$ cat src/hw/rmfl_consts.vh
// rmfl_consts.vh - register map, field positions and reset values of the
// reference monitor failure latch and mask bank.
// assumes: included by bare name from the rmfl design files.
`ifndef RMFL_CONSTS_VH
`define RMFL_CONSTS_VH

// ----------------------------------------------------------------------
// register offsets
// ----------------------------------------------------------------------
`define RMFL_ADDR_W              8
`define RMFL_OFS_ISR_STATUS      8'h02
`define RMFL_OFS_FLAGS_HIGH      8'h06
`define RMFL_OFS_FLAGS_LOW       8'h07
`define RMFL_OFS_MASK_HIGH       8'h08
`define RMFL_OFS_MASK_LOW        8'h09

// ----------------------------------------------------------------------
// reset values
// ----------------------------------------------------------------------
`define RMFL_FLAGS_RESET         8'h00
`define RMFL_MASK_RESET          8'h66
`define RMFL_RDATA_UNMAPPED      8'h00

// ----------------------------------------------------------------------
// cause positions inside one four-bit nibble
// ----------------------------------------------------------------------
`define RMFL_CAUSE_W             4
`define RMFL_BIT_LOSS            0
`define RMFL_BIT_SINGLE          1
`define RMFL_BIT_FREQ            2
`define RMFL_BIT_GUARD           3

// ----------------------------------------------------------------------
// field positions inside an eight-bit register
// ----------------------------------------------------------------------
`define RMFL_LO_NIB_LSB          0
`define RMFL_HI_NIB_LSB          4

`endif

$ cat src/hw/rmfl_ref_flags.v
// rmfl_ref_flags.v - four sticky failure indicators of one reference plus
// the masked copy of its causes for the interrupt status register.
// assumes: all inputs synchronous to clock; host clears by write-one.
`timescale 1ns/1ps
`default_nettype none
`include "rmfl_consts.vh"

module rmfl_ref_flags #(
    parameter GPIO_N = 16,
    parameter SEL_W  = 4
) (
    input  wire              clock,
    input  wire              rst,
    input  wire [GPIO_N-1:0] gpio_in,
    input  wire [SEL_W-1:0]  loss_sel,
    input  wire              single_fail,
    input  wire              coarse_fail,
    input  wire              precise_fail,
    input  wire              guard_expire,
    input  wire [3:0]        cause_enable,
    input  wire              clear_wr,
    input  wire [3:0]        clear_bits,
    output reg  [3:0]        flags_r,
    output reg  [3:0]        isr_r
);

    // ------------------------------------------------------------------
    // cause collection
    // ------------------------------------------------------------------
    wire       loss_in;
    wire [3:0] cause;
    wire [3:0] clr;
    reg  [3:0] flags_nxt;
    reg  [3:0] isr_nxt;

    // loss of signal comes from whichever gpio the function config routes
    assign loss_in = gpio_in[loss_sel];
    assign cause[`RMFL_BIT_LOSS]   = loss_in;
    assign cause[`RMFL_BIT_SINGLE] = single_fail;
    assign cause[`RMFL_BIT_FREQ]   = coarse_fail | precise_fail;
    assign cause[`RMFL_BIT_GUARD]  = guard_expire;
    assign clr = clear_wr ? clear_bits : 4'h0;

    // ------------------------------------------------------------------
    // sticky bits: no mask term here, and a new event beats a clear
    // ------------------------------------------------------------------
    always @* begin
        flags_nxt = (flags_r & ~clr) | cause;
        // each cause obeys its mask bit, except precise frequency, which stays visible
        isr_nxt[`RMFL_BIT_LOSS]   = cause[`RMFL_BIT_LOSS]   & cause_enable[`RMFL_BIT_LOSS];
        isr_nxt[`RMFL_BIT_SINGLE] = cause[`RMFL_BIT_SINGLE] & cause_enable[`RMFL_BIT_SINGLE];
        isr_nxt[`RMFL_BIT_FREQ]   = (coarse_fail & cause_enable[`RMFL_BIT_FREQ])
                                    | precise_fail;
        isr_nxt[`RMFL_BIT_GUARD]  = cause[`RMFL_BIT_GUARD]  & cause_enable[`RMFL_BIT_GUARD];
    end

    always @(posedge clock) begin
        if (rst) begin
            flags_r <= 4'h0;
            isr_r   <= 4'h0;
        end else begin
            flags_r <= flags_nxt;
            isr_r   <= isr_nxt;
        end
    end

endmodule // rmfl_ref_flags
`default_nettype wire

$ cat src/hw/rmfl_mask_reg.v
// rmfl_mask_reg.v - one eight-bit read/write mask register, two nibbles.
// assumes: write strobe is a one-cycle pulse already decoded for this reg.
`timescale 1ns/1ps
`default_nettype none
`include "rmfl_consts.vh"

module rmfl_mask_reg #(
    parameter [7:0] RESET_VAL = `RMFL_MASK_RESET
) (
    input  wire       clock,
    input  wire       rst,
    input  wire       wr,
    input  wire [7:0] wdata,
    output reg  [7:0] value_r
);

    // ------------------------------------------------------------------
    // storage
    // ------------------------------------------------------------------
    always @(posedge clock) begin
        if (rst) begin
            value_r <= RESET_VAL;
        end else if (wr) begin
            value_r <= wdata;
        end
    end

endmodule // rmfl_mask_reg
`default_nettype wire

$ cat src/hw/rmfl_bank.v
// rmfl_bank.v - reference monitor failure latch and mask register bank.
// assumes: monitor pulses and gpio levels are synchronous to clock; the
// host port gives one-cycle read and write strobes with a byte address.
//
// Summary of operation
// - reference 0 signal-loss flag, bit 0 of 0x07, set when routed gpio high
// - each reference's signal-loss input selectable from any gpio pin
// - reference 0 single-cycle flag, bit 1, set on single-cycle failure
// - reference 0 frequency flag, bit 2, set on coarse or precise failure
// - reference 0 guard-soak flag, bit 3, set when guard soak timer expires
// - no mask ever suppresses the sticky indicator bits
// - reference 1 indicators sit in bits 7:4 of 0x07, same order
// - 0x08 holds reference 2 mask in 3:0 and reference 3 mask in 7:4
// - mask nibble: bit0 loss, bit1 single cycle, bit2 coarse, bit3 guard
// - mask bit 0 disables its cause, 1 enables it
// - cleared mask bit hides its cause from status register 0x02
// - sticky bits of 0x06 are untouched by any mask
// - references 2 and 3 indicators live in 0x06, same layout as 0x07
// - 0x09 holds reference 0 and 1 masks, same layout, default 0x66
`timescale 1ns/1ps
`default_nettype none
`include "rmfl_consts.vh"

module rmfl_bank #(
    parameter GPIO_N = 16,
    parameter SEL_W  = 4
) (
    input  wire                    clock,
    input  wire                    rst,
    // host register port
    input  wire [`RMFL_ADDR_W-1:0] reg_addr,
    input  wire                    reg_wr,
    input  wire                    reg_rd,
    input  wire [7:0]              reg_wdata,
    output reg  [7:0]              reg_rdata_r,
    output reg                     reg_rvalid_r,
    // external levels and gpio routing
    input  wire [GPIO_N-1:0]       gpio_in,
    input  wire [SEL_W-1:0]        ref0_loss_sel,
    input  wire [SEL_W-1:0]        ref1_loss_sel,
    input  wire [SEL_W-1:0]        ref2_loss_sel,
    input  wire [SEL_W-1:0]        ref3_loss_sel,
    // monitor events, one bit per reference
    input  wire [3:0]              single_fail,
    input  wire [3:0]              coarse_fail,
    input  wire [3:0]              precise_fail,
    input  wire [3:0]              guard_expire,
    // masked causes towards the interrupt status register
    output reg  [15:0]             isr_cause_r,
    // sticky registers, also visible as ports
    output reg  [7:0]              flags_low_r,
    output reg  [7:0]              flags_high_r
);

    // ------------------------------------------------------------------
    // address decode
    // ------------------------------------------------------------------
    reg  wr_flags_low;
    reg  wr_flags_high;
    reg  wr_mask_high;
    reg  wr_mask_low;

    always @* begin
        wr_flags_low  = 1'b0;
        wr_flags_high = 1'b0;
        wr_mask_high  = 1'b0;
        wr_mask_low   = 1'b0;
        if (reg_wr && reg_addr == `RMFL_OFS_FLAGS_LOW) begin
            wr_flags_low = 1'b1;
        end else if (reg_wr && reg_addr == `RMFL_OFS_FLAGS_HIGH) begin
            wr_flags_high = 1'b1;
        end else if (reg_wr && reg_addr == `RMFL_OFS_MASK_HIGH) begin
            wr_mask_high = 1'b1;
        end else if (reg_wr && reg_addr == `RMFL_OFS_MASK_LOW) begin
            wr_mask_low = 1'b1;
        end
    end

    // ------------------------------------------------------------------
    // mask registers
    // ------------------------------------------------------------------
    wire [7:0] mask_high;
    wire [7:0] mask_low;

    rmfl_mask_reg #(
        .RESET_VAL (`RMFL_MASK_RESET)
    ) u_mask_high (
        .clock   (clock),
        .rst     (rst),
        .wr      (wr_mask_high),
        .wdata   (reg_wdata),
        .value_r (mask_high)
    );

    rmfl_mask_reg #(
        .RESET_VAL (`RMFL_MASK_RESET)
    ) u_mask_low (
        .clock   (clock),
        .rst     (rst),
        .wr      (wr_mask_low),
        .wdata   (reg_wdata),
        .value_r (mask_low)
    );

    // nibble split: a 1 enables the cause towards the status register
    wire [3:0] ref0_cause_enable = mask_low[`RMFL_LO_NIB_LSB +: `RMFL_CAUSE_W];
    wire [3:0] ref1_cause_enable = mask_low[`RMFL_HI_NIB_LSB +: `RMFL_CAUSE_W];
    wire [3:0] ref2_cause_enable = mask_high[`RMFL_LO_NIB_LSB +: `RMFL_CAUSE_W];
    wire [3:0] ref3_cause_enable = mask_high[`RMFL_HI_NIB_LSB +: `RMFL_CAUSE_W];

    // ------------------------------------------------------------------
    // per-reference sticky flags
    // ------------------------------------------------------------------
    wire [3:0] ref0_flags;
    wire [3:0] ref1_flags;
    wire [3:0] ref2_flags;
    wire [3:0] ref3_flags;
    wire [3:0] ref0_isr;
    wire [3:0] ref1_isr;
    wire [3:0] ref2_isr;
    wire [3:0] ref3_isr;

    rmfl_ref_flags #(.GPIO_N(GPIO_N), .SEL_W(SEL_W)) u_ref0 (
        .clock        (clock),
        .rst          (rst),
        .gpio_in      (gpio_in),
        .loss_sel     (ref0_loss_sel),
        .single_fail  (single_fail[0]),
        .coarse_fail  (coarse_fail[0]),
        .precise_fail (precise_fail[0]),
        .guard_expire (guard_expire[0]),
        .cause_enable (ref0_cause_enable),
        .clear_wr     (wr_flags_low),
        .clear_bits   (reg_wdata[`RMFL_LO_NIB_LSB +: `RMFL_CAUSE_W]),
        .flags_r      (ref0_flags),
        .isr_r        (ref0_isr)
    );

    rmfl_ref_flags #(.GPIO_N(GPIO_N), .SEL_W(SEL_W)) u_ref1 (
        .clock        (clock),
        .rst          (rst),
        .gpio_in      (gpio_in),
        .loss_sel     (ref1_loss_sel),
        .single_fail  (single_fail[1]),
        .coarse_fail  (coarse_fail[1]),
        .precise_fail (precise_fail[1]),
        .guard_expire (guard_expire[1]),
        .cause_enable (ref1_cause_enable),
        .clear_wr     (wr_flags_low),
        .clear_bits   (reg_wdata[`RMFL_HI_NIB_LSB +: `RMFL_CAUSE_W]),
        .flags_r      (ref1_flags),
        .isr_r        (ref1_isr)
    );

    rmfl_ref_flags #(.GPIO_N(GPIO_N), .SEL_W(SEL_W)) u_ref2 (
        .clock        (clock),
        .rst          (rst),
        .gpio_in      (gpio_in),
        .loss_sel     (ref2_loss_sel),
        .single_fail  (single_fail[2]),
        .coarse_fail  (coarse_fail[2]),
        .precise_fail (precise_fail[2]),
        .guard_expire (guard_expire[2]),
        .cause_enable (ref2_cause_enable),
        .clear_wr     (wr_flags_high),
        .clear_bits   (reg_wdata[`RMFL_LO_NIB_LSB +: `RMFL_CAUSE_W]),
        .flags_r      (ref2_flags),
        .isr_r        (ref2_isr)
    );

    rmfl_ref_flags #(.GPIO_N(GPIO_N), .SEL_W(SEL_W)) u_ref3 (
        .clock        (clock),
        .rst          (rst),
        .gpio_in      (gpio_in),
        .loss_sel     (ref3_loss_sel),
        .single_fail  (single_fail[3]),
        .coarse_fail  (coarse_fail[3]),
        .precise_fail (precise_fail[3]),
        .guard_expire (guard_expire[3]),
        .cause_enable (ref3_cause_enable),
        .clear_wr     (wr_flags_high),
        .clear_bits   (reg_wdata[`RMFL_HI_NIB_LSB +: `RMFL_CAUSE_W]),
        .flags_r      (ref3_flags),
        .isr_r        (ref3_isr)
    );

    // ------------------------------------------------------------------
    // register images: sticky words carry no mask term at all
    // ------------------------------------------------------------------
    wire [7:0] flags_low_img  = {ref1_flags, ref0_flags};
    wire [7:0] flags_high_img = {ref3_flags, ref2_flags};

    // ------------------------------------------------------------------
    // read port: data one cycle after the strobe; reads never clear
    // ------------------------------------------------------------------
    reg [7:0] rdata_nxt;

    always @* begin
        if (reg_addr == `RMFL_OFS_FLAGS_LOW) begin
            rdata_nxt = flags_low_img;
        end else if (reg_addr == `RMFL_OFS_FLAGS_HIGH) begin
            rdata_nxt = flags_high_img;
        end else if (reg_addr == `RMFL_OFS_MASK_HIGH) begin
            rdata_nxt = mask_high;
        end else if (reg_addr == `RMFL_OFS_MASK_LOW) begin
            rdata_nxt = mask_low;
        end else begin
            rdata_nxt = `RMFL_RDATA_UNMAPPED;
        end
    end

    always @(posedge clock) begin
        if (rst) begin
            reg_rdata_r  <= 8'h00;
            reg_rvalid_r <= 1'b0;
            isr_cause_r  <= 16'h0000;
            flags_low_r  <= `RMFL_FLAGS_RESET;
            flags_high_r <= `RMFL_FLAGS_RESET;
        end else begin
            reg_rvalid_r <= reg_rd;
            if (reg_rd) begin
                reg_rdata_r <= rdata_nxt;
            end
            // status copy follows the masked causes; the sticky ports do not
            isr_cause_r  <= {ref3_isr, ref2_isr, ref1_isr, ref0_isr};
            flags_low_r  <= flags_low_img;
            flags_high_r <= flags_high_img;
        end
    end

endmodule // rmfl_bank
`default_nettype wire

$ cat config.mk
export PLATFORM = sky130hd
export DESIGN_NAME = rmfl_bank
export DESIGN_NICKNAME = d
export VERILOG_FILES = /design/src/hw/rmfl_ref_flags.v /design/src/hw/rmfl_mask_reg.v /design/src/hw/rmfl_bank.v
export VERILOG_INCLUDE_DIRS = /design/src /design/src/hw
export SDC_FILE = /design/constraint.sdc
export NUM_CORES = 1
export LEC_CHECK = 0
export BUFFER_PORTS_ARGS = -buffer_cell sky130_fd_sc_hd__buf_2
export CAP_MARGIN = 20
export CORE_MARGIN = 10
export CORE_UTILIZATION = 35
export CTS_CLUSTER_DIAMETER = 30
export CTS_CLUSTER_SIZE = 8
export DETAILED_ROUTE_END_ITERATION = 12
export SYNTH_ARGS = -nofsm -noshare
export SYNTH_HDL_FRONTEND = slang
export SYNTH_SLANG_ARGS = --single-unit
export TNS_END_PERCENT = 10
$ cat constraint.sdc
create_clock -name clock -period 1.86 [get_ports clock]
set_clock_uncertainty 0.2 [all_clocks]
set_input_delay 0.093 -clock clock [delete_from_list [all_inputs] [get_ports clock]]
set_output_delay 0.093 -clock clock [all_outputs]
set_load 0.005 [all_outputs]
# Word level (Yosys, flattened, before mapping)
# Cells that the tools add are included.
# totals
regBits,89
in_bits,68
elab_cells,89
# op_classes
magnitude_cmp,4
eq_ne,4
mux,26
bitwise,36
reduce_logical,4
# op_table
cell,count
two-way mux 8 bit,4
"< comparator 4 x 5 -> 1 bit, second input constant",4
AND 1 bit,16
AND 4 bit,4
binary-select mux 1 bit (select 4 bit),4
"== test 8 x 3 -> 1 bit, second input constant",2
"== test 8 x 4 -> 1 bit, second input constant",2
two-way mux 4 bit,4
inverter 4 bit,4
OR 4 bit,4
two-way mux 1 bit,14
OR 1 bit,8
logical AND 1 bit,4

# Logic depth before layout (Yosys ltp)
# depth
word_depth,8
depth_mapped,6
ltp_nobuf,4

# Cells and area by module
# From an unflattened synthesis, not the netlist that was laid out.
# hier_totals
hier_cells,305
area_unflattened_um2,3520.9
# modules_own_cells
module,instances,cells_per_inst,area_each_um2
rmfl_ref_flags,4,30,374.1
rmfl_bank,1,133,1431.4
rmfl_mask_reg,2,26,296.5

# Worst setup path before layout
# OpenSTA, ideal clock, no wires.
# synth_timing
kind,input to register
startpoint,input port reg_addr[7]
endpoint,register u_mask_low.value_r[1]
setup_ns,0.130
arrival_time_ns,1.165
t_required_ns,1.530
path_slack_ns,0.366
path_stages,4
path_buffers,0
cell_sequence,nor4_4 > nand4_2 > mux2i_1 > nand2_1
# synth_via
elab_chain_cells,6
word_cells_on_any_way,12
# synth_lines
item,line_no,rtl
"start, declared",rmfl_bank.v:31,"input wire [`RMFL_ADDR_W-1:0] reg_addr,"
== test 8 x 4 -> 1 bit (no source line),-,
logical AND 1 bit (no source line),-,
two-way mux 1 bit,rmfl_bank.v:74,end else if (reg_wr && reg_addr == `RMFL_OFS_MASK_LOW) begin
two-way mux 1 bit,rmfl_bank.v:72,end else if (reg_wr && reg_addr == `RMFL_OFS_MASK_HIGH) begin
two-way mux 1 bit,rmfl_bank.v:70,end else if (reg_wr && reg_addr == `RMFL_OFS_FLAGS_HIGH) begin
two-way mux 1 bit (*),rmfl_bank.v:68,if (reg_wr && reg_addr == `RMFL_OFS_FLAGS_LOW) begin
"end signal, assigned",rmfl_mask_reg.v:24,value_r <= wdata;
"end, declared",rmfl_mask_reg.v:14,output reg [7:0] value_r
# Every way passes the cells marked *; elsewhere a longest branch is shown, timed or not.
# A chain may end at the register's enable or synchronous reset.

# Worst setup path in the final report
# layout_timing
startpoint,input port rst
endpoint,register u_ref3.flags_r[3]
# layout_rtl
item,line_no,rtl
"start, declared",rmfl_bank.v:29,"input wire rst,"
"end signal, assigned",rmfl_ref_flags.v:62,flags_r <= flags_nxt;
"end, declared",rmfl_ref_flags.v:23,"output reg [3:0] flags_r,"
# No word-level cell between the ends.

==> impl_metrics.ini <==
[status]
run_status = completed

[synthesis]
avgSynthCellArea_um2 = 10.9
syn_area_mm2 = 0.00354
yosysWarnings = 0
synth_seq_cells = 89
syn-instance-count = 325
synth_edf_count = 0
synthTopCellsByArea = dfxtp_1 (50%), mux2i_1 (7.9%), mux4_2 (7.6%), nor2b_1 (5.8%), o21ai_0 (2.5%)
syn-num-nets = 393
ys_types = 39
async_reset_ff_share_pct = 0
ys_seq_area_share_pct = 50.3
synth_top_area_cell = dfxtp_1
synth_top_area_share_pct = 50.3
synth-main-ff-cell = dfxtp_1

[setup_path]
setup.worst_path.end_class = register
crit_type = input pin to register
r2r-start = u_ref1.flags_r[2]
start_kind = input pin
reg2reg_setup_slack_ns = 0.31
r2r_end = u_ref1.flags_r[2]
rr_worst_depth = 3
required_ns = 1.95
critPathMaxFanout = 24
worstPathArrival_ns = 1.89

[floorplanning]
rows = 36
fp.dieW_um = 121
start_util_pct = 36.0
core_mm2 = 0.00982
die_y_um = 121
dieArea_mm2 = 0.0145
io_pins = 109

[route]
wirelength_mm = 10.7
drt-pass1-iter-count = 4
drc_errors = 0
via_per_inst = 4.98
vias = 3105
drtIter0Drc = 166
avgRoutedWirePerCell_um = 17.2
final_antenna_net_count = 0

[clock_network]
path_clk_slew_ns = 0.08
clkLatencyLatePin_ns = 0.35
clock-sinks = 89
cts_tree = yes
cts_root_buf = clkbuf_8
htreeDepth = 3
numCtsBuffers = 9
clock_path_buffers = 2
post_cts_buffers = 0

[global_route]
grtUsageTotal_pct = 14.6
grt_pass1_wl_mm = 17.3
grt_antenna_before_repair = 0
grt_max_degree = 30
gr-total-overflow = 0
first_global_vias = 3333

[sta]
fin_ws_ns = 0.0571
tns_ns = 0
max_freq_mhz = 555
rsz0062_at_grt = no
period_minus_slack_ns = 1.80
period_share_pct = 96.9
setup_viol = 0
tightest_slew_ns = 0.812
max_slew_margin_pct = 45.7
hold_viol = 0
slew_viol_final = 0

[placed_design]
place_area_mm2 = 0.00427
dp_slack_ns = 0.238
dpl.cell_count = 563
gp_congestion = 0.877
port-buffer-count = 108
dp_hpwl_mm = 7.92

[final_layout]
nets = 555
multiInputGateArea_mm2 = 0.00168
mostFrequentLayoutCells = buf_2 (108), dfxtp_1 (89), dlygate4sd3_1 (45), nor2b_1 (31), mux2i_1 (28)
final_cells = 623
final_common_cell = buf_2
fillerInstances = 954
drive_above_1_share_pct = 32.2
utilization_pct = 50.2
syn_to_final_growth_pct = 39.3
seq_area_mm2 = 0.00178
finalInstanceArea_mm2 = 0.00493
diodes = 0

[power_and_ir_drop]
power_density_mw_per_mm2 = 770
max-vdd-ir-drop_uv = 449
leakagePower_nw = 2.32

[min_path]
hold_path.startpoint = reg_addr[0]
whs_path_depth = 3
hp-class = input pin to register
hold_end = reg_rdata_r[2]

[run]
cap_violations = 0
[worst max path at each step]
stage / from / to / slack [ns] / cells past startpoint
4_1_cts: rst / u_ref1.flags_r[2] / 0.02 / 6
3_3_place_gp: reg_addr[7] / u_ref2.flags_r[2] / 0.28 / 6
5_1_grt: rst / u_ref3.flags_r[3] / 0.005 / 6
3_5_place_dp: reg_addr[7] / u_ref3.flags_r[2] / 0.24 / 6
6_report: rst / u_ref3.flags_r[3] / 0.06 / 6
2_1_floorplan: reg_addr[7] / u_mask_low.value_r[1] / 0.37 / 4
[through the flow]
| step | hold WS (ns) | power, mW |
|---|---|---|
| 6_report | 0.0119 | 3.80 |
| 3_5_place_dp | 0.120 | 2.48 |
| 2_1_floorplan | -0.0280 | 2.26 |
| 5_1_grt | 0.0394 | 3.95 |
| 3_3_place_gp | 0.108 | 2.47 |
| 4_1_cts | 0.0215 | 3.82 |
[cell usage after synthesis, types with 2 or more instances]
| library cell | n |
|---|---|
| o311ai_0 | 2 |
| and3_1 | 8 |
| buf_2 | 5 |
| clkbuf_1 | 6 |
| dfxtp_1 | 89 |
| o31a_1 | 4 |
| a22oi_1 | 4 |
| mux2i_1 | 28 |
| o211ai_1 | 2 |
| mux4_2 | 12 |
| o2111ai_1 | 2 |
| o21ai_0 | 18 |
| a21boi_1 | 2 |
| a222oi_1 | 8 |
| nor2_1 | 23 |
| mux2_2 | 2 |
| nor3b_1 | 2 |
| nand4_1 | 4 |
| a21o_1 | 8 |
| a21oi_1 | 10 |
| nand2_1 | 17 |
| buf_1 | 4 |
| o21a_1 | 4 |
| a21boi_0 | 8 |
| inv_1 | 7 |
| nor2b_1 | 33 |
[metal layers]
metal | wire length, µm | global-route usage, % | part of all wire, % | vias to the layer above
met4 | 153 | 4.60 | 1.4 | 0
met2 | 5260 | 24.4 | 49 | 98
li1 | - | - | - | 1502
met1 | 4640 | 17.9 | 43 | 1491
met5 | 0 | 0 | 0 | -
met3 | 657 | 4.14 | 6.1 | 14
[sequential cells by signal, summed over array words and instances (netlist names)]
register and cells:
u_ref1.isr_r 4, u_ref3.flags_r 4, reg_rvalid_r 1, u_ref2.flags_r 4, flags_low_r 8, flags_high_r 8
u_ref2.isr_r 4, u_ref1.flags_r 4, u_mask_high.value_r 8, u_ref0.flags_r 4, u_mask_low.value_r 8, u_ref3.isr_r 4
isr_cause_r 16, reg_rdata_r 8, u_ref0.isr_r 4
[final cells by class]
class | count | area share [%]
inverter | 7 | 0.533
clock buffer | 11 | 2.87
timing repair buffer | 166 | 22.2
clock inverter | 3 | 0.863
tap | 133 | 3.37
multi-input combinational | 214 | 34.0
sequential | 89 | 36.1
[where the power goes]
group	switching (mW)	internal (mW)
registers	0.0305	1.98
logic	0.231	0.282
clock network	0.633	0.642
total	0.894	2.90
[logic make-up after synthesis]
group | synth area share, %
buffers and inverters | 2.51
DFF | 50.3
and+or+nand+nor | 16.8
muxes | 16.2
AOI/OAI and AO/OA | 14.1
[repair_timing]
| action | in CTS | in global routing |
|---|---|---|
| endpoints found under the hold margin | 53 | 0 |
| hold buffers | 46 | 0 |
| gates resized for setup | 0 | 5 |
| setup endpoints to repair | 0 | 7 |
[critical path, cell delays in order]
cell and delay (ns):
dlygate4sd3_1 0.53, buf_2 0.16, inv_1 0.15, buf_6 0.24, o21a_1 0.15, dlygate4sd3_1 0.53
No activity file was read; power rests on OpenSTA's default activity.
